`config.mk`:
```
export PLATFORM = sky130hd
export DESIGN_NAME = txsac_top
export DESIGN_NICKNAME = d
export VERILOG_FILES = /design/src/logic/txsac_pkg.sv /design/src/logic/txsac_top.sv
export VERILOG_INCLUDE_DIRS = /design/src /design/src/logic
export SDC_FILE = /design/constraint.sdc
export NUM_CORES = 1
export LEC_CHECK = 0
export BUFFER_PORTS_ARGS = -buffer_cell sky130_fd_sc_hd__buf_2
export CAP_MARGIN = 20
export CORE_MARGIN = 3
export CORE_UTILIZATION = 45
export DETAILED_ROUTE_END_ITERATION = 8
export PLACE_DENSITY = 0.76
export SETUP_SLACK_MARGIN = 0.02
export SYNTH_ARGS = -nofsm -noshare
export SYNTH_HDL_FRONTEND = slang
export SYNTH_SLANG_ARGS = --single-unit
```
`constraint.sdc`:
```
create_clock -name aclk -period 4.8 [get_ports aclk]
set_clock_uncertainty 0.05 [all_clocks]
set_input_delay 0.48 -clock aclk [delete_from_list [all_inputs] [get_ports aclk]]
set_output_delay 0.48 -clock aclk [all_outputs]
set_load 0.005 [all_outputs]
```
`src/logic/txsac_cfg.svh`:
```
// offsets, field positions, reset values and threshold byte counts of the tx status block
`ifndef TXSAC_CFG_SVH
`define TXSAC_CFG_SVH
`define TXSAC_OFF_STATUS   8'h28
`define TXSAC_OFF_NAR      8'h30
`define TXSAC_OFF_MASK     8'h38
`define TXSAC_OFF_TXCTL    8'h3C
`define TXSAC_BIT_TCI      0
`define TXSAC_BIT_TPS      1
`define TXSAC_BIT_TDU      2
`define TXSAC_BIT_TJT      3
`define TXSAC_BIT_TO       14
`define TXSAC_BIT_IC       31
`define TXSAC_BIT_SF       21
`define TXSAC_BIT_SQE      19
`define TXSAC_BIT_TR_HI    15
`define TXSAC_BIT_TR_LO    14
`define TXSAC_BIT_RUN      13
`define TXSAC_SQE_RST      1'h1
`define TXSAC_TR_RST       2'h0
`define TXSAC_RESP_OKAY    2'h0
`define TXSAC_RESP_SLVERR  2'h2
`define TXSAC_THR100_0     12'h080
`define TXSAC_THR100_1     12'h100
`define TXSAC_THR100_2     12'h200
`define TXSAC_THR100_3     12'h400
`define TXSAC_THR10_0      12'h048
`define TXSAC_THR10_1      12'h060
`define TXSAC_THR10_2      12'h080
`define TXSAC_THR10_3      12'h0A0
`endif

```
`src/logic/txsac_pkg.sv`:
```
// types of the tx status and access control block
package txsac_pkg;
	typedef enum logic [1:0] {
		TXSAC_STOP,
		TXSAC_RUN,
		TXSAC_SUSP
	} txsac_state_t;

	// events coming from the descriptor engine and mac
	typedef struct packed {
		logic jabber_expired;
		logic desc_missing;
		logic frame_done;
		logic first_desc_ic;
		logic poll_demand;
		logic auto_poll_en;
	} txsac_evt_t;

	// controls seen by the transmit datapath
	typedef struct packed {
		logic        fetch_en;
		logic        start_tx;
		logic        sqe_test_en;
		logic        jabber_flag_in_desc;
		logic [11:0] threshold_bytes;
		logic [2:0]  tx_state_code;
	} txsac_ctl_t;

	typedef struct packed {
		logic         aw_got;
		logic         w_got;
		logic [7:0]   awaddr;
		logic [31:0]  wdata;
		logic [3:0]   wstrb;
		logic         bvalid;
		logic [1:0]   bresp;
		logic         rvalid;
		logic [31:0]  rdata;
		logic [1:0]   rresp;
		logic [3:0]   status;
		logic [3:0]   mask;
		logic         store_forward_en;
		logic         sqe_disable;
		logic [1:0]   tx_threshold;
		logic         tx_run_control;
		txsac_state_t state;
		logic         jabber_desc;
	} txsac_regs_t;
endpackage

```
`src/logic/txsac_top.sv`:
```
// tx status flags, network access controls and axi4-lite slave
//
// Overview of operation
// jabber expiry: flag bit 3, stop, desc bit 14; stops from run only, in suspend flag and desc bit set but state kept
// missing descriptor: flag bit 2, suspend
// host restarts via ownership then poll demand
// stopped flag bit 1 while in stop
// done flag bit 0 only with ic set
// flags latch, cleared by writing one
// store-and-forward bit 21 waits whole frame
// bit 19 disables heartbeat test, resets one
// threshold bits 15:14 select start level
// run bit 13 resets zero, holds stop
// host changes controls only while stopped; the code accepts NAR writes in any state
// writing run one starts descriptor fetching
// start at threshold or complete frame
`timescale 1ns/1ps
`include "txsac_cfg.svh"

module txsac_top (
	input  wire logic              aclk,
	input  wire logic              aresetn,
	input  wire logic [7:0]        s_axi_awaddr,
	input  wire logic              s_axi_awvalid,
	output logic                   s_axi_awready,
	input  wire logic [31:0]       s_axi_wdata,
	input  wire logic [3:0]        s_axi_wstrb,
	input  wire logic              s_axi_wvalid,
	output logic                   s_axi_wready,
	output logic [1:0]             s_axi_bresp,
	output logic                   s_axi_bvalid,
	input  wire logic              s_axi_bready,
	input  wire logic [7:0]        s_axi_araddr,
	input  wire logic              s_axi_arvalid,
	output logic                   s_axi_arready,
	output logic [31:0]            s_axi_rdata,
	output logic [1:0]             s_axi_rresp,
	output logic                   s_axi_rvalid,
	input  wire logic              s_axi_rready,
	input  wire txsac_pkg::txsac_evt_t evt,
	input  wire logic              speed_100,
	input  wire logic [11:0]       fifo_bytes,
	input  wire logic              fifo_frame_whole,
	output txsac_pkg::txsac_ctl_t  ctl,
	output logic                   irq
);

	txsac_pkg::txsac_regs_t r_ff;
	txsac_pkg::txsac_regs_t nxt_r;

	// threshold byte count for a code and line speed
	function automatic logic [11:0] thr_bytes(input logic [1:0] code, input logic fast);
		logic [11:0] v;
		v = 12'h000;
		case (code)
			2'h0: v = fast ? `TXSAC_THR100_0 : `TXSAC_THR10_0;
			2'h1: v = fast ? `TXSAC_THR100_1 : `TXSAC_THR10_1;
			2'h2: v = fast ? `TXSAC_THR100_2 : `TXSAC_THR10_2;
			default: v = fast ? `TXSAC_THR100_3 : `TXSAC_THR10_3;
		endcase
		return v;
	endfunction

	logic wr_fire;
	logic rd_fire;
	logic [31:0] nar_word;
	logic [31:0] txctl_word;

	// ------------------------------------------------------------
	// bus handshakes
	// ------------------------------------------------------------
	assign s_axi_awready = !r_ff.aw_got && !r_ff.bvalid;
	assign s_axi_wready  = !r_ff.w_got && !r_ff.bvalid;
	assign s_axi_arready = !r_ff.rvalid;
	assign wr_fire = (r_ff.aw_got || s_axi_awvalid) && (r_ff.w_got || s_axi_wvalid)
		&& !r_ff.bvalid;
	assign rd_fire = s_axi_arvalid && s_axi_arready;

	// register read images
	always_comb begin
		nar_word = 32'h0000_0000;
		nar_word[`TXSAC_BIT_SF] = r_ff.store_forward_en;
		nar_word[`TXSAC_BIT_SQE] = r_ff.sqe_disable;
		nar_word[`TXSAC_BIT_TR_HI:`TXSAC_BIT_TR_LO] = r_ff.tx_threshold;
		nar_word[`TXSAC_BIT_RUN] = r_ff.tx_run_control;
		txctl_word = 32'h0000_0000;
		txctl_word[2:0] = ctl.tx_state_code;
	end

	// ------------------------------------------------------------
	// next state
	// ------------------------------------------------------------
	always_comb begin
		logic [7:0]  wa;
		logic [31:0] wd;
		logic [3:0]  clr;
		logic [3:0]  set;
		logic        run_rise;
		wa = 8'h00;
		wd = 32'h0000_0000;
		clr = 4'h0;
		set = 4'h0;
		run_rise = 1'b0;
		nxt_r = r_ff;
		if (s_axi_awvalid && s_axi_awready) begin
			nxt_r.aw_got = 1'b1;
			nxt_r.awaddr = s_axi_awaddr;
		end
		if (s_axi_wvalid && s_axi_wready) begin
			nxt_r.w_got = 1'b1;
			nxt_r.wdata = s_axi_wdata;
			nxt_r.wstrb = s_axi_wstrb;
		end
		wa = r_ff.aw_got ? r_ff.awaddr : s_axi_awaddr;
		wd = r_ff.w_got ? r_ff.wdata : s_axi_wdata;
		if (wr_fire) begin
			nxt_r.aw_got = 1'b0;
			nxt_r.w_got = 1'b0;
			nxt_r.bvalid = 1'b1;
			nxt_r.bresp = `TXSAC_RESP_OKAY;
			case ({wa[7:2], 2'h0})
				// write one clears
				`TXSAC_OFF_STATUS: clr = wd[3:0];
				`TXSAC_OFF_MASK: nxt_r.mask = wd[3:0];
				`TXSAC_OFF_NAR: begin
					nxt_r.store_forward_en = wd[`TXSAC_BIT_SF];
					nxt_r.sqe_disable = wd[`TXSAC_BIT_SQE];
					nxt_r.tx_threshold = wd[`TXSAC_BIT_TR_HI:`TXSAC_BIT_TR_LO];
					nxt_r.tx_run_control = wd[`TXSAC_BIT_RUN];
					// run written one while stopped
					run_rise = wd[`TXSAC_BIT_RUN] && r_ff.state == txsac_pkg::TXSAC_STOP;
				end
				`TXSAC_OFF_TXCTL: ;
				default: nxt_r.bresp = `TXSAC_RESP_SLVERR;
			endcase
		end
		if (r_ff.bvalid && s_axi_bready)
			nxt_r.bvalid = 1'b0;
		if (rd_fire) begin
			nxt_r.rvalid = 1'b1;
			nxt_r.rresp = `TXSAC_RESP_OKAY;
			case ({s_axi_araddr[7:2], 2'h0})
				`TXSAC_OFF_STATUS: nxt_r.rdata = {28'h0000000, r_ff.status};
				`TXSAC_OFF_MASK: nxt_r.rdata = {28'h0000000, r_ff.mask};
				`TXSAC_OFF_NAR: nxt_r.rdata = nar_word;
				`TXSAC_OFF_TXCTL: nxt_r.rdata = txctl_word;
				default: begin
					nxt_r.rdata = 32'h0000_0000;
					nxt_r.rresp = `TXSAC_RESP_SLVERR;
				end
			endcase
		end else if (r_ff.rvalid && s_axi_rready)
			nxt_r.rvalid = 1'b0;

		// transmit process state machine
		case (r_ff.state)
			txsac_pkg::TXSAC_STOP: begin
				// leave stop on run
				if (run_rise)
					nxt_r.state = txsac_pkg::TXSAC_RUN;
			end
			txsac_pkg::TXSAC_RUN: begin
				// jabber stops the process
				if (evt.jabber_expired)
					nxt_r.state = txsac_pkg::TXSAC_STOP;
				// missing descriptor suspends
				else if (evt.desc_missing)
					nxt_r.state = txsac_pkg::TXSAC_SUSP;
			end
			txsac_pkg::TXSAC_SUSP: begin
				// resume on poll or auto poll
				if (evt.poll_demand || evt.auto_poll_en)
					nxt_r.state = txsac_pkg::TXSAC_RUN;
			end
			default: nxt_r.state = txsac_pkg::TXSAC_STOP;
		endcase
		// run bit low forces stop
		if (!nxt_r.tx_run_control)
			nxt_r.state = txsac_pkg::TXSAC_STOP;

		// jabber flag and descriptor bit
		set[`TXSAC_BIT_TJT] = evt.jabber_expired && r_ff.state != txsac_pkg::TXSAC_STOP;
		if (set[`TXSAC_BIT_TJT])
			nxt_r.jabber_desc = 1'b1;
		else if (run_rise)
			nxt_r.jabber_desc = 1'b0;
		// descriptor missing flag
		set[`TXSAC_BIT_TDU] = evt.desc_missing && r_ff.state == txsac_pkg::TXSAC_RUN;
		// stopped flag while in stop
		set[`TXSAC_BIT_TPS] = r_ff.state == txsac_pkg::TXSAC_STOP;
		// done only with ic request
		set[`TXSAC_BIT_TCI] = evt.frame_done && evt.first_desc_ic;
		// set wins over clear
		nxt_r.status = (r_ff.status & ~clr) | set;

		if (!aresetn) begin
			nxt_r = '0;
			nxt_r.rdata = 32'h0000_0000;
			// heartbeat disable resets one
			nxt_r.sqe_disable = `TXSAC_SQE_RST;
			nxt_r.tx_threshold = `TXSAC_TR_RST;
			nxt_r.state = txsac_pkg::TXSAC_STOP;
		end
	end

	// state register
	always_ff @(posedge aclk) begin
		r_ff <= nxt_r;
	end

	// ------------------------------------------------------------
	// outputs
	// ------------------------------------------------------------
	assign s_axi_bvalid = r_ff.bvalid;
	assign s_axi_bresp  = r_ff.bresp;
	assign s_axi_rvalid = r_ff.rvalid;
	assign s_axi_rdata  = r_ff.rdata;
	assign s_axi_rresp  = r_ff.rresp;
	assign irq = |(r_ff.status & r_ff.mask); // level interrupt

	// datapath controls
	always_comb begin
		ctl.fetch_en = r_ff.state == txsac_pkg::TXSAC_RUN;
		// heartbeat test enable
		ctl.sqe_test_en = !r_ff.sqe_disable;
		// threshold selection
		ctl.threshold_bytes = thr_bytes(r_ff.tx_threshold, speed_100);
		// whole frame in store-forward
		// threshold or whole frame
		ctl.start_tx = ctl.fetch_en && (fifo_frame_whole
			|| (!r_ff.store_forward_en && fifo_bytes >= ctl.threshold_bytes));
		ctl.jabber_flag_in_desc = r_ff.jabber_desc;
		case (r_ff.state)
			txsac_pkg::TXSAC_RUN: ctl.tx_state_code = 3'h2;
			txsac_pkg::TXSAC_SUSP: ctl.tx_state_code = 3'h6;
			default: ctl.tx_state_code = 3'h0;
		endcase
	end
endmodule

```
# Yosys cells after proc, flatten, opt, wreduce, memory -nomap -nowiden
# Index checks and enable logic that the tools add are counted.
# op_classes
eq_ne	15
reduce_logical	39
mux	26
n_bitwise	5
n_lt_le_gt_ge	1
# op_table
operator	count
$pmux W22 S4	1
$eq A6 B4 Y1 const B	8
$pmux W11 S3	1
$mux W22	1
$mux W8	2
$logic_and A1 B1 Y1	15
$ge A12 B12 Y1	1
$mux W2	6
$reduce_or A4 Y1	3
$mux W11	1
$mux W10	1
$mux W9	1
$and A4 B4 Y4	2
$mux W1	8
$mux W4	2
$logic_not A1 Y1	6
$pmux W2 S3	1
$pmux W3 S2	1
$reduce_and A2 Y1	3
$reduce_bool A2 Y1	3
$eq A2 B1 Y1 const B	2
$eq A2 B2 Y1 const B	2
$logic_not A2 Y1	2
$logic_or A1 B1 Y1	4
8 further kinds	9
# word_totals
register_bits	86
wordCells	103
inputBits	79
out_inout_bits	61

# Depth between registers and ports, before layout
# Gate-level depths: netlist of the first run.
# depth
word_depth	7
depth_mapped	8
mapped_depth_nobuf	8

# Least setup slack after synthesis of the first run
# OpenSTA, ideal clock, no wires.
# synth_path
path_type	input -> output
from	in speed_100
to	out ctl[17] (netlist name)
cell_stages	8
arrival_time_ps	1890
setup_slack_ps	2380
required_ps	4270
path_buffers	0
path_cell_list	or2_2 -> nor2_1 -> ha_1 -> nor4b_1 -> o21ai_0 -> a221o_1 -> a21oi_1 -> o21a_1
# synth_lines
element	line	source
start: declaration	txsac_top.sv:41	input wire logic speed_100,
end: declaration	txsac_top.sv:44	output txsac_pkg::txsac_ctl_t ctl,

==> key figures, run 1 <==
Outcome
  – Outcome: completed

Clocking
  – CTS tree: yes
  – Clock latency on the worst-skew pair: 0.30 ns
  – CTS buffer count: 5
  – Worst-path clk slew: 0.09 ns
  – H-tree depth: 2
  – Setup Fix Bufs, Post-CTS: 0
  – Clk buf depth: 2
  – Sink Count: 46
  – Hold-fix buffers, CTS: 0
  – Clock root cell: clkbuf_8
  – Resized cells post-CTS: 0

Global route
  – Largest net degree at the start of global routing: 45
  – Grt ovf: 0
  – Vias in the first global route: 2108
  – Gr usage total: 15.8%
  – First-pass GRT wire length: 9390 um
  – Initial antenna violation count: 0

Power and ir drop
  – Peak VDD IR: 0.165 mV
  – Total Power: 0.000794 W
  – Part of the power in registers: 52.3%
  – Comb pwr share: 16.6%
  – Power Dens Cells: 254 nW/um2
  – Sw power: 0.000220 W
  – Leakage power: 1.47 nW
  – Switch share: 27.7%
  – Internal power: 0.000575 W
  – Clock Power Share: 31.1%

Worst setup path
  – Worst Setup End Kind: primary output
  – WP data required: 4.27 ns
  – Crit start category: flop
  – Crit Path Max Fanout: 8
  – Worst EP arrival: 2.42 ns
  – Worst Path Buf+Inv: 1
  – Crit path cell chain: or2_2, nor2_1, ha_1, nor4b_1, o21ai_0, a221o_1, a21oi_1, o21a_1, buf_2
  – Slowest cell delay on critical path: 0.39 ns
  – Worst path slowest cell: dfxtp_1
  – Kind of cell adding the most delay to the critical path: compound AO/OA/AOI/OAI gates
  – Critical path class: flop to primary output

STA
  – Finish-stage setup viols: 0
  – Max-slew headroom: 52.2%
  – Max Freq: 339 MHz
  – Final setup TNS: 0 ns
  – Worst-margin pin slew: 0.718 ns
  – Final Max Tran Viols: 0
  – PnR worst setup slack: 1.85 ns
  – RSZ-0062 raised after global routing: false
  – Min cycle time layout: 2.95 ns
  – Fin. Hold Viols: 0
  – Fin crit share: 61.4%

Floorplanning
  – Rows: 28
  – Die width: 85.1 um
  – Die Ht: 85.1 um
  – Initial Util: 47.0%
  – Num ports: 140
  – DIE AREA: 7240 um2
  – Area of the core: 5990 um2

Finish
  – Share of post-route cells with drive strength above 1: 25.0%
  – Post-layout net count: 477
  – Syn-to-layout area delta: 11.3%
  – Antenna diodes: 0

Synth
  – Fraction of registers with async set/reset: 0%
  – Top-count cell post-synth: dfxtp_1
  – Cell area after synthesis: 2810 um2
  – FF+latch count, synth: 46
  – Syn_area_per_cell: 8.60 um2
  – Syn Inst Count: 327
  – Sequential area share after synthesis: 32.7%
  – Yosys top cell by area: dfxtp_1
  – Post-synth cell types: 45
  – Synth Flop Type: dfxtp_1
  – Yosys warnings: 0
  – Number of enable flip-flop cells after synthesis: 0
  – Top area cells in the synthesized netlist: dfxtp_1 33%, buf_4 12%, mux2i_1 7.8%
  – Post-synth top area share: 32.7%
  – Synth top cells by count: 46 x dfxtp_1, 44 x buf_4, 39 x nand2_1

Job
  – Max-cap viol count: 0

Place
  – Dpl hpwl: 4490 um
  – # port buffers: 77
  – Final GP Congestion: 0.810
  – Dpl ws: 1.96 ns

Routing
  – Vias: 2308
  – Drt wl/cell: 12.7 um
  – Total Routed Length: 5860 um
  – DRT iter0 DRCs: 113
  – First drt pass iteration count: 4
  – Drc violations: 0
  – Antenna viol nets, final: 0
  – Vias per std cell: 4.98

Worst hold path
  – HP Class: input pin to flop
metrics by stage:
stage / hold slack (ns) / std cells / util [%] / instance area (um2)
2_1_floorplan: 0.385 / 357 / - / 2930
3_3_place_gp: 0.392 / 455 / 50.7 / 3040
3_5_place_dp: 0.399 / 455 / 50.7 / 3040
4_1_cts: 0.374 / 463 / 52.3 / 3130
5_1_grt: 0.373 / 463 / 52.3 / 3130
6_report: 0.381 / 463 / 52.3 / 3130
kinds of logic (layout without fill, tap and decap cells):
| group | after synthesis | in the layout | synth area share (%) |
|---|---|---|---|
| buffers and inverters | 69 | 100 | 15.1 |
| flip-flops | 46 | 46 | 32.7 |
| other | 1 | 31 | 0.133 |
| AND/OR/NAND/NOR | 112 | 112 | 21.4 |
| AO/OA/AOI/OAI | 59 | 59 | 15.1 |
| multiplexers | 28 | 28 | 10.2 |
| adder cells (fa/ha/maj) | 12 | 12 | 5.25 |
layout by cell type (no fill, tap or decap), types with 2 or more instances in the layout:
cell type | netlist | layout
buf_2 | 0 | 77
dfxtp_1 | 46 | 46
nand2_1 | 39 | 39
conb_1 | 1 | 31
mux2i_1 | 22 | 22
inv_1 | 15 | 15
nor2_1 | 15 | 15
nor2b_1 | 15 | 15
o21ai_0 | 11 | 11
ha_1 | 11 | 11
a21boi_0 | 10 | 10
a22oi_1 | 9 | 9
nand2b_1 | 7 | 7
a31oi_1 | 7 | 7
and2_1 | 6 | 6
mux2_2 | 6 | 6
clkbuf_8 | 0 | 6
nand3_1 | 5 | 5
a21boi_1 | 5 | 5
nand4_1 | 4 | 4
and3b_1 | 4 | 4
or2_2 | 3 | 3
a211oi_1 | 3 | 3
a21oi_1 | 3 | 3
o21a_1 | 3 | 3
nor4b_1 | 2 | 2
or4b_1 | 2 | 2
o31ai_1 | 2 | 2
or3_1 | 2 | 2
registers in the layout, indices dropped and copies added (netlist names):
name / cells
r_ff: 27
s_axi_rvalid: 1
s_axi_rresp: 1
nar_word: 5
s_axi_bvalid: 1
s_axi_rdata: 9
ctl: 1
s_axi_bresp: 1
layer usage:
metal,share of wire [%],vias up,global-route usage [%]
met1,44,1050,20.0
met5,0,-,0
li1,-,1178,-
met4,1.7,0,6.04
met2,48,71,26.0
met3,6.7,9,3.79
final cells by class:
cell class,instances,area [um2]
clock buffers,6,82.6
clock inverters,2,12.5
fillers,560,2860
inverters,15,56.3
multi-input cells,242,1580
flip-flops and latches,46,921
well taps,75,93.8
repair buffers,77,385
power by group through the flow:
stage               combinational, W  clock (W)  sequential [W]
detailed placement          0.000132          0        0.000424
CTS                         0.000133   0.000255        0.000415
floorplan                   0.000113          0        0.000416
finish                      0.000132   0.000247        0.000415
global placement            0.000128          0        0.000423
global route                0.000148   0.000272        0.000418
worst paths after layout:
kind	from	endpoint	slack [ns]	depth (start not counted)
setup / recovery	nar_word[15]$_SDFFE_PN0P_	ctl[17]	1.85	9
setup reg to reg	r_ff[99]$_SDFFE_PP0P_	r_ff[1]$_SDFFE_PN0P_	2.01	5
hold / removal	s_axi_arvalid	s_axi_rvalid$_SDFFE_PN0P_	0.38	2
hold reg to reg	ctl[15]$_SDFFE_PN0P_	ctl[15]$_SDFFE_PN0P_	0.40	2
No activity file was read; power rests on OpenSTA's default activity.
==> run 2, diff against run 1 <==
--- a/config.mk
+++ b/config.mk
@@ -6,12 +6,13 @@
 export SDC_FILE = /design/constraint.sdc
 export NUM_CORES = 1
 export LEC_CHECK = 0
+export ABC_AREA = 1
 export BUFFER_PORTS_ARGS = -buffer_cell sky130_fd_sc_hd__buf_2
 export CAP_MARGIN = 20
 export CORE_MARGIN = 3
-export CORE_UTILIZATION = 45
+export CORE_UTILIZATION = 42
 export DETAILED_ROUTE_END_ITERATION = 8
-export PLACE_DENSITY = 0.76
+export PLACE_DENSITY = 0.74
 export SETUP_SLACK_MARGIN = 0.02
 export SYNTH_ARGS = -nofsm -noshare
 export SYNTH_HDL_FRONTEND = slang
==> constraint.sdc (replaced) <==
create_clock -name aclk -period 2.45 [get_ports aclk]
set_clock_uncertainty 0.05 [all_clocks]
set_input_delay 0.245 -clock aclk [delete_from_list [all_inputs] [get_ports aclk]]
set_output_delay 0.245 -clock aclk [all_outputs]
set_load 0.005 [all_outputs]
==> key figures, run 2 <==
Floorplanning
  – Die Ht: 87.8 um (was 85.1 um)
  – DIE AREA: 7700 um2 (was 7240 um2)
  – Num ports: 140 (unchanged)
  – Initial Util: 43.7% (was 47.0%)
  – Die width: 87.8 um (was 85.1 um)
  – Rows: 29 (was 28)
  – Area of the core: 6420 um2 (was 5990 um2)

Clocking
  – Worst-path clk slew: 0.08 ns (was 0.09 ns)
  – CTS buffer count: 5 (unchanged)
  – Clock root cell: clkbuf_8 (unchanged)
  – Clock latency on the worst-skew pair: 0.30 ns (about the same)
  – Hold-fix buffers, CTS: 0 (unchanged)
  – Clk buf depth: 2 (unchanged)
  – CTS tree: yes (unchanged)
  – H-tree depth: 2 (unchanged)
  – Sink Count: 46 (unchanged)

Worst setup path
  – Worst EP arrival: 2.13 ns (was 2.42 ns)
  – Most frequent CP cell: nor3_2
  – Crit Path Max Fanout: 5 (was 8)
  – Worst Setup End Kind: primary output (unchanged)
  – Critical path class: flop to primary output (unchanged)
  – WP data required: 2.15 ns (was 4.27 ns)
  – Worst path slowest cell: dfxtp_4 (was dfxtp_1)
  – Slowest cell delay on critical path: 0.39 ns (about the same)
  – Crit path cell chain: nor2_2, nor3_2, inv_1, ha_4, nand2_2, nor3_2, nand3b_1, nand4_1, nand2_1, a21boi_1, buf_2 (was or2_2, nor2_1, ha_1, nor4b_1, o21ai_0, a221o_1, a21oi_1, o21a_1, buf_2)
  – Crit start category: flop (unchanged)

Place
  – Post-DP Area: 3040 um2 (about the same)
  – # port buffers: 77 (unchanged)
  – Dpl ws: 0.198 ns (was 1.96 ns)
  – Final GP Congestion: 0.809 (was 0.810)
  – Dpl cells: 535 (was 455)
  – Dpl hpwl: 4710 um (was 4490 um)

Outcome
  – Outcome: completed (unchanged)

Global route
  – Vias in the first global route: 2265 (was 2108)
  – First-pass GRT wire length: 9830 um (was 9390 um)
  – Initial antenna violation count: 0 (unchanged)
  – Grt ovf: 0 (unchanged)
  – Gr usage total: 15.8% (about the same)
  – Largest net degree at the start of global routing: 35 (was 45)

Synth
  – Post-synth cell types: 34 (was 45)
  – Sequential area share after synthesis: 32.8% (was 32.7%)
  – Number of enable flip-flop cells after synthesis: 0 (unchanged)
  – Synth Flop Type: dfxtp_1 (unchanged)
  – Syn_area_per_cell: 6.98 um2 (was 8.60 um2)
  – Yosys top cell by area: dfxtp_1 (unchanged)
  – Cell area after synthesis: 2810 um2 (about the same)
  – Synth top cells by count: 68 x nand2_1, 60 x inv_1, 46 x dfxtp_1, 46 x o21ai_0, 44 x buf_4 (was 46 x dfxtp_1, 44 x buf_4, 39 x nand2_1)
  – Post-synth top area share: 32.8% (was 32.7%)
  – FF+latch count, synth: 46 (unchanged)
  – Top area cells in the synthesized netlist: dfxtp_1 33%, buf_4 12%, nand2_1 9.1% (was dfxtp_1 33%, buf_4 12%, mux2i_1 7.8%)
  – Fraction of registers with async set/reset: 0% (unchanged)
  – Yosys warnings: 0 (unchanged)
  – Top-count cell post-synth: nand2_1 (was dfxtp_1)
  – Syn Inst Count: 402 (was 327)

STA
  – Max Freq: 412 MHz
  – Worst hold margin: 0.0831 ns (was 0.381 ns)
  – Fin crit share: 99.1%
  – Finish-stage setup viols: 0 (unchanged)
  – Final Max Tran Viols: 0 (unchanged)
  – Fin. Hold Viols: 0 (unchanged)
  – Worst-margin pin slew: 0.603 ns (was 0.718 ns)
  – Max-slew headroom: 59.5% (was 52.2%)
  – PnR worst setup slack: 0.0213 ns (was 1.85 ns)
  – RSZ-0062 raised after global routing: true (was false)
  – Min cycle time layout: 2.43 ns

Routing
  – DRT iter0 DRCs: 91 (was 113)
  – First drt pass iteration count: 6 (was 4)
  – Drc violations: 0 (unchanged)
  – Total Routed Length: 5930 um (was 5860 um)
  – Antenna viol nets, final: 0 (unchanged)
  – Vias per std cell: 4.63 (was 4.98)
  – Drt wl/cell: 10.9 um (was 12.7 um)
  – Vias: 2530 (was 2308)

Power and ir drop
  – Comb pwr share: 19.5% (was 16.6%)
  – Peak VDD IR: 0.358 mV (was 0.165 mV)
  – Clock Power Share: 29.8% (was 31.1%)
  – Leakage power: 1.63 nW (was 1.47 nW)
  – Part of the power in registers: 50.7% (was 52.3%)
  – Power Dens Cells: 505 nW/um2 (was 254 nW/um2)
  – Internal power: 0.00114 W (was 0.000575 W)
  – Switch share: 29.6% (was 27.7%)
  – Total Power: 0.00162 W (was 0.000794 W)
  – Sw power: 0.000480 W (was 0.000220 W)

Finish
  – Antenna diodes: 0 (unchanged)
  – Most frequent cells in the layout: 77 x buf_2, 66 x nand2_1, 59 x inv_1 (was 77 x buf_2, 46 x dfxtp_1, 39 x nand2_1)
  – Reg with most FFs: r_ff (unchanged)
  – Reg area: 928 um2 (was 921 um2)
  – Area of the multi-input gates: 1430 um2 (was 1580 um2)
  – Share of post-route cells with drive strength above 1: 25.6% (was 25.0%)
  – Post-layout net count: 558 (was 477)
  – Most common cell after layout, fill and taps aside: buf_2 (unchanged)
  – Final cell count without fillers: 546 (was 463)
  – Fillers: 657 (was 560)
  – Post-Layout Inst Area: 3210 um2 (was 3130 um2)
  – Syn-to-layout area delta: 14.3% (was 11.3%)
  – Largest register FFs: 27 (unchanged)

Job
  – Max-cap viol count: 0 (unchanged)

Worst hold path
  – HP Class: input pin to flop (unchanged)
[run 2: changes by cell type after synthesis, sizes merged, moves of 22 or more]
cell   delta
inv      +48
nand2    +38
mux2i    -22
o21ai    +35
a21oi    +39
[run 2: path summary, 6_finish.rpt]
path,startpoint,to,slack [ns],cells after the start
max,nar_word[15]$_SDFFE_PN0P_,ctl[17],0.02,11
min reg2reg,r_ff[93]$_SDFFE_PN0P_,r_ff[93]$_SDFFE_PN0P_,0.40,2
max reg2reg,r_ff[98]$_SDFFE_PP0P_,r_ff[11]$_SDFFE_PN0P_,0.71,7
min,s_axi_bready,s_axi_bvalid$_SDFFE_PP0P_,0.08,2
[run 2: area by class of cell]
type	count	area share, %
multi-input cells	270	44.5
flip-flops and latches	46	28.9
repair buffers	82	13.2
inverters	63	7.60
well taps	77	3.00
clock buffers	7	2.69
clock inverters	1	0.156
[run 2: logic make-up after synthesis]
| group | after synthesis | synth area share (%) |
|---|---|---|
| other cells | 1 | 0.134 |
| fa+ha+maj | 11 | 4.90 |
| flops | 46 | 32.8 |
| simple gates | 130 | 21.5 |
| buf+inv | 116 | 21.9 |
| compound gates | 98 | 18.7 |
[run 2: what timing repair did]
action | CTS | global route
buffers inserted | 0 | 3
endpoints found under the hold margin | 0 | 0
endpoints found under the setup margin | 1 | 1
pin swaps | 0 | 6
gates resized for setup | 6 | 10
[run 2: per-layer routing]
layer,share of wire (%),wire (um),vias up,GRT usage [%]
met1,43,2580,1108,18.6
met3,6.6,391,5,4.42
li1,-,-,1338,-
met2,49,2900,79,28.0
met4,0.98,58,0,4.18
met5,0,0,-,0
[run 2: worst max-delay path: cells and delay by family, from the launching register on]
kind / cells / cell delay (ns)
flops: 1 / 0.39
simple gates: 7 / 0.81
buf+inv: 2 / 0.23
fa+ha+maj: 1 / 0.28
compound gates: 1 / 0.14
[run 2: metrics by stage]
step / util (%) / setup TNS, ns
after floorplan: - / 0
after global placement: 47.4 / 0
after detailed placement: 47.4 / 0
after CTS: 49.2 / 0
after global routing: 50.0 / -0.156
final: 50.0 / 0
[run 2: power groups by stage]
stage | clock network [W] | registers, W | logic (W)
final | 0.000483 | 0.000822 | 0.000317
after floorplan | 0 | 0.000826 | 0.000268
after global placement | 0 | 0.000840 | 0.000301
after detailed placement | 0 | 0.000842 | 0.000308
after global routing | 0.000529 | 0.000829 | 0.000369
after CTS | 0.000496 | 0.000825 | 0.000312
==> run 3, diff against run 2 <==
--- a/config.mk
+++ b/config.mk
@@ -9,10 +9,12 @@
 export ABC_AREA = 1
 export BUFFER_PORTS_ARGS = -buffer_cell sky130_fd_sc_hd__buf_2
 export CAP_MARGIN = 20
+export CELL_PAD_IN_SITES_DETAIL_PLACEMENT = 2
+export CELL_PAD_IN_SITES_GLOBAL_PLACEMENT = 2
 export CORE_MARGIN = 3
-export CORE_UTILIZATION = 42
+export CORE_UTILIZATION = 21
 export DETAILED_ROUTE_END_ITERATION = 8
-export PLACE_DENSITY = 0.74
+export PLACE_DENSITY = 0.73
 export SETUP_SLACK_MARGIN = 0.02
 export SYNTH_ARGS = -nofsm -noshare
 export SYNTH_HDL_FRONTEND = slang
==> key figures, run 3 (synthesis gave the netlist of run 2 again) <==
Outcome
  – Outcome: completed (unchanged)

Floorplanning
  – Rows: 41 (was 29)
  – Area of the core: 12800 um2 (was 6420 um2)
  – Die width: 122 um (was 87.8 um)
  – Die Ht: 122 um (was 87.8 um)
  – Num ports: 140 (unchanged)
  – DIE AREA: 14800 um2 (was 7700 um2)
  – Initial Util: 21.9% (was 43.7%)

Worst setup path
  – Most frequent CP cell: nor3_4 (was nor3_2)
  – Worst path slowest cell: dfxtp_4 (unchanged)
  – Worst EP arrival: 2.07 ns (was 2.13 ns)
  – Critical path class: flop to primary output (unchanged)
  – WP data required: 2.15 ns (about the same)
  – Crit start category: flop (unchanged)
  – Crit path cell chain: nand2_8, inv_4, nor3_4, inv_2, ha_4, nand2_4, nor3_4, nand3_1, nand4_1, nand2_2, a21boi_2, buf_2 (was nor2_2, nor3_2, inv_1, ha_4, nand2_2, nor3_2, nand3b_1, nand4_1, nand2_1, a21boi_1, buf_2)
  – Crit path from: nar_word[15]$_SDFFE_PN0P_ (unchanged)
  – Worst Setup End Kind: primary output (unchanged)
  – Crit Path Max Fanout: 4 (was 5)
  – Slowest cell delay on critical path: 0.39 ns (about the same)
  – FF-to-FF Start: r_ff[99]$_SDFFE_PP0P_ (was r_ff[98]$_SDFFE_PP0P_)

Power and ir drop
  – Part of the power in registers: 43.7% (was 50.7%)
  – Peak VDD IR: 0.227 mV (was 0.358 mV)
  – Internal power: 0.00133 W (was 0.00114 W)
  – Comb pwr share: 19.3% (was 19.5%)
  – Leakage power: 1.68 nW (was 1.63 nW)
  – Power Dens Cells: 535 nW/um2 (was 505 nW/um2)
  – Switch share: 28.9% (was 29.6%)
  – Sw power: 0.000539 W (was 0.000480 W)
  – Clock Power Share: 37.0% (was 29.8%)

Place
  – Post-DP Area: 3170 um2 (was 3040 um2)
  – Dpl ws: 0.0116 ns (was 0.198 ns)
  – Final GP Congestion: 0.760 (was 0.809)
  – Dpl hpwl: 7010 um (was 4710 um)
  – # port buffers: 77 (unchanged)

Clocking
  – CTS buffer count: 5 (unchanged)
  – Clk buf depth: 2 (unchanged)
  – H-tree depth: 2 (unchanged)
  – Worst-path clk slew: 0.06 ns (was 0.08 ns)
  – Clock latency on the worst-skew pair: 0.28 ns (was 0.30 ns)
  – Sink Count: 46 (unchanged)
  – Hold-fix buffers, CTS: 0 (unchanged)
  – Clock root cell: clkbuf_16 (was clkbuf_8)
  – CTS tree: yes (unchanged)

STA
  – Max Freq: 422 MHz (was 412 MHz)
  – Fin crit share: 96.7% (was 99.1%)
  – Finish-stage setup viols: 0 (unchanged)
  – Worst-margin pin slew: 0.550 ns (was 0.603 ns)
  – PnR worst setup slack: 0.0809 ns (was 0.0213 ns)
  – RSZ-0062 raised after global routing: true (unchanged)
  – Final Max Tran Viols: 0 (unchanged)
  – Fin. Hold Viols: 0 (unchanged)
  – Max-slew headroom: 63.0% (was 59.5%)
  – Min cycle time layout: 2.37 ns (was 2.43 ns)

Routing
  – Drt wl/cell: 13.4 um (was 10.9 um)
  – Vias per std cell: 4.17 (was 4.63)
  – First drt pass iteration count: 2 (was 6)
  – DRT iter0 DRCs: 67 (was 91)
  – Antenna viol nets, final: 0 (unchanged)
  – Vias: 2685 (was 2530)
  – Total Routed Length: 8620 um (was 5930 um)
  – Drc violations: 0 (unchanged)

Global route
  – Grt ovf: 0 (unchanged)
  – Gr usage total: 11.9% (was 15.8%)
  – Vias in the first global route: 2955 (was 2265)
  – First-pass GRT wire length: 14200 um (was 9830 um)
  – Largest net degree at the start of global routing: 23 (was 35)
  – Initial antenna violation count: 0 (unchanged)

Finish
  – Largest register FFs: 27 (unchanged)
  – Post-layout net count: 561 (was 558)
  – Fillers: 1545 (was 657)
  – Share of post-route cells with drive strength above 1: 28.2% (was 25.6%)
  – Most common cell after layout, fill and taps aside: buf_2 (unchanged)
  – Most frequent cells in the layout: 77 x buf_2, 65 x nand2_1, 56 x inv_1 (was 77 x buf_2, 66 x nand2_1, 59 x inv_1)
  – Syn-to-layout area delta: 24.4% (was 14.3%)
  – Reg with most FFs: r_ff (unchanged)
  – Antenna diodes: 0 (unchanged)
  – Post-Layout Inst Area: 3490 um2 (was 3210 um2)

Worst hold path
  – Worst Hold Launch: s_axi_bready (unchanged)
  – HP Class: input pin to flop (unchanged)

Job
  – Max-cap viol count: 0 (unchanged)
==> run 3: cell count changes in the layout (fill, tap and decap cells not counted), sizes merged <==
| cell | change |
|---|---|
| buf | +3 |
==> run 3: critical path, delay by kind of cell (launching register included) <==
kind            cells  cell delay [ns]
flops               1             0.39
buf+inv             3             0.23
simple gates        7             0.78
fa+ha+maj           1             0.28
compound gates      1             0.12
==> run 3: layer usage <==
layer,wire length [um],global-route usage (%)
met4,96,2.87
met1,3690,14.2
met5,0,0
met3,367,2.23
met2,4470,22.1
==> run 3: repair_timing <==
action / 4_1_cts / 5_1_grt
resized for setup: 23 / 14
endpoints found under the setup margin: 1 / 1
pin swaps: 8 / 9
setup buffers: 4 / 1
==> run 3: final cells by class <==
class | count | area (um2) | share of cell area [%]
tap | 172 | 215 | 6.16
clock inverter | 1 | 5.00 | 0.143
inverter | 63 | 246 | 7.06
sequential | 46 | 928 | 26.6
multi-input combinational | 270 | 1510 | 43.2
clock buffer | 7 | 143 | 4.08
timing repair buffer | 85 | 445 | 12.8
==> run 3: path summary, 6_finish.rpt <==
kind / endpoint / slack (ns) / cells past startpoint
setup / recovery: ctl[17] / 0.08 / 12
hold reg to reg: r_ff[71]$_SDFFE_PN0P_ / 0.40 / 2
setup reg to reg: r_ff[13]$_SDFF_PN0_ / 0.72 / 9
hold / removal: s_axi_bvalid$_SDFFE_PP0P_ / 0.10 / 2
==> run 3: stage by stage <==
| step | std cells | utilization [%] | TNS [ns] | total power, W | hold slack [ns] |
|---|---|---|---|---|---|
| after CTS | 643 | 26.7 | 0 | 0.00189 | 0.0945 |
| after global routing | 644 | 27.2 | -0.0932 | 0.00200 | 0.108 |
| final | 644 | 27.2 | 0 | 0.00187 | 0.102 |
| after floorplan | 432 | - | 0 | 0.00109 | 0.309 |
| after detailed placement | 631 | 24.7 | 0 | 0.00118 | 0.393 |
| after global placement | 631 | 24.7 | 0 | 0.00116 | 0.385 |
==> run 3: power by group through the flow <==
stage               Combinational (W)  Sequential (W)  Clock (W)
detailed placement           0.000344        0.000836          0
floorplan                    0.000268        0.000826          0
global route                 0.000421        0.000823   0.000756
finish                       0.000360        0.000816   0.000691
CTS                          0.000358        0.000817   0.000720
global placement             0.000323        0.000834          0
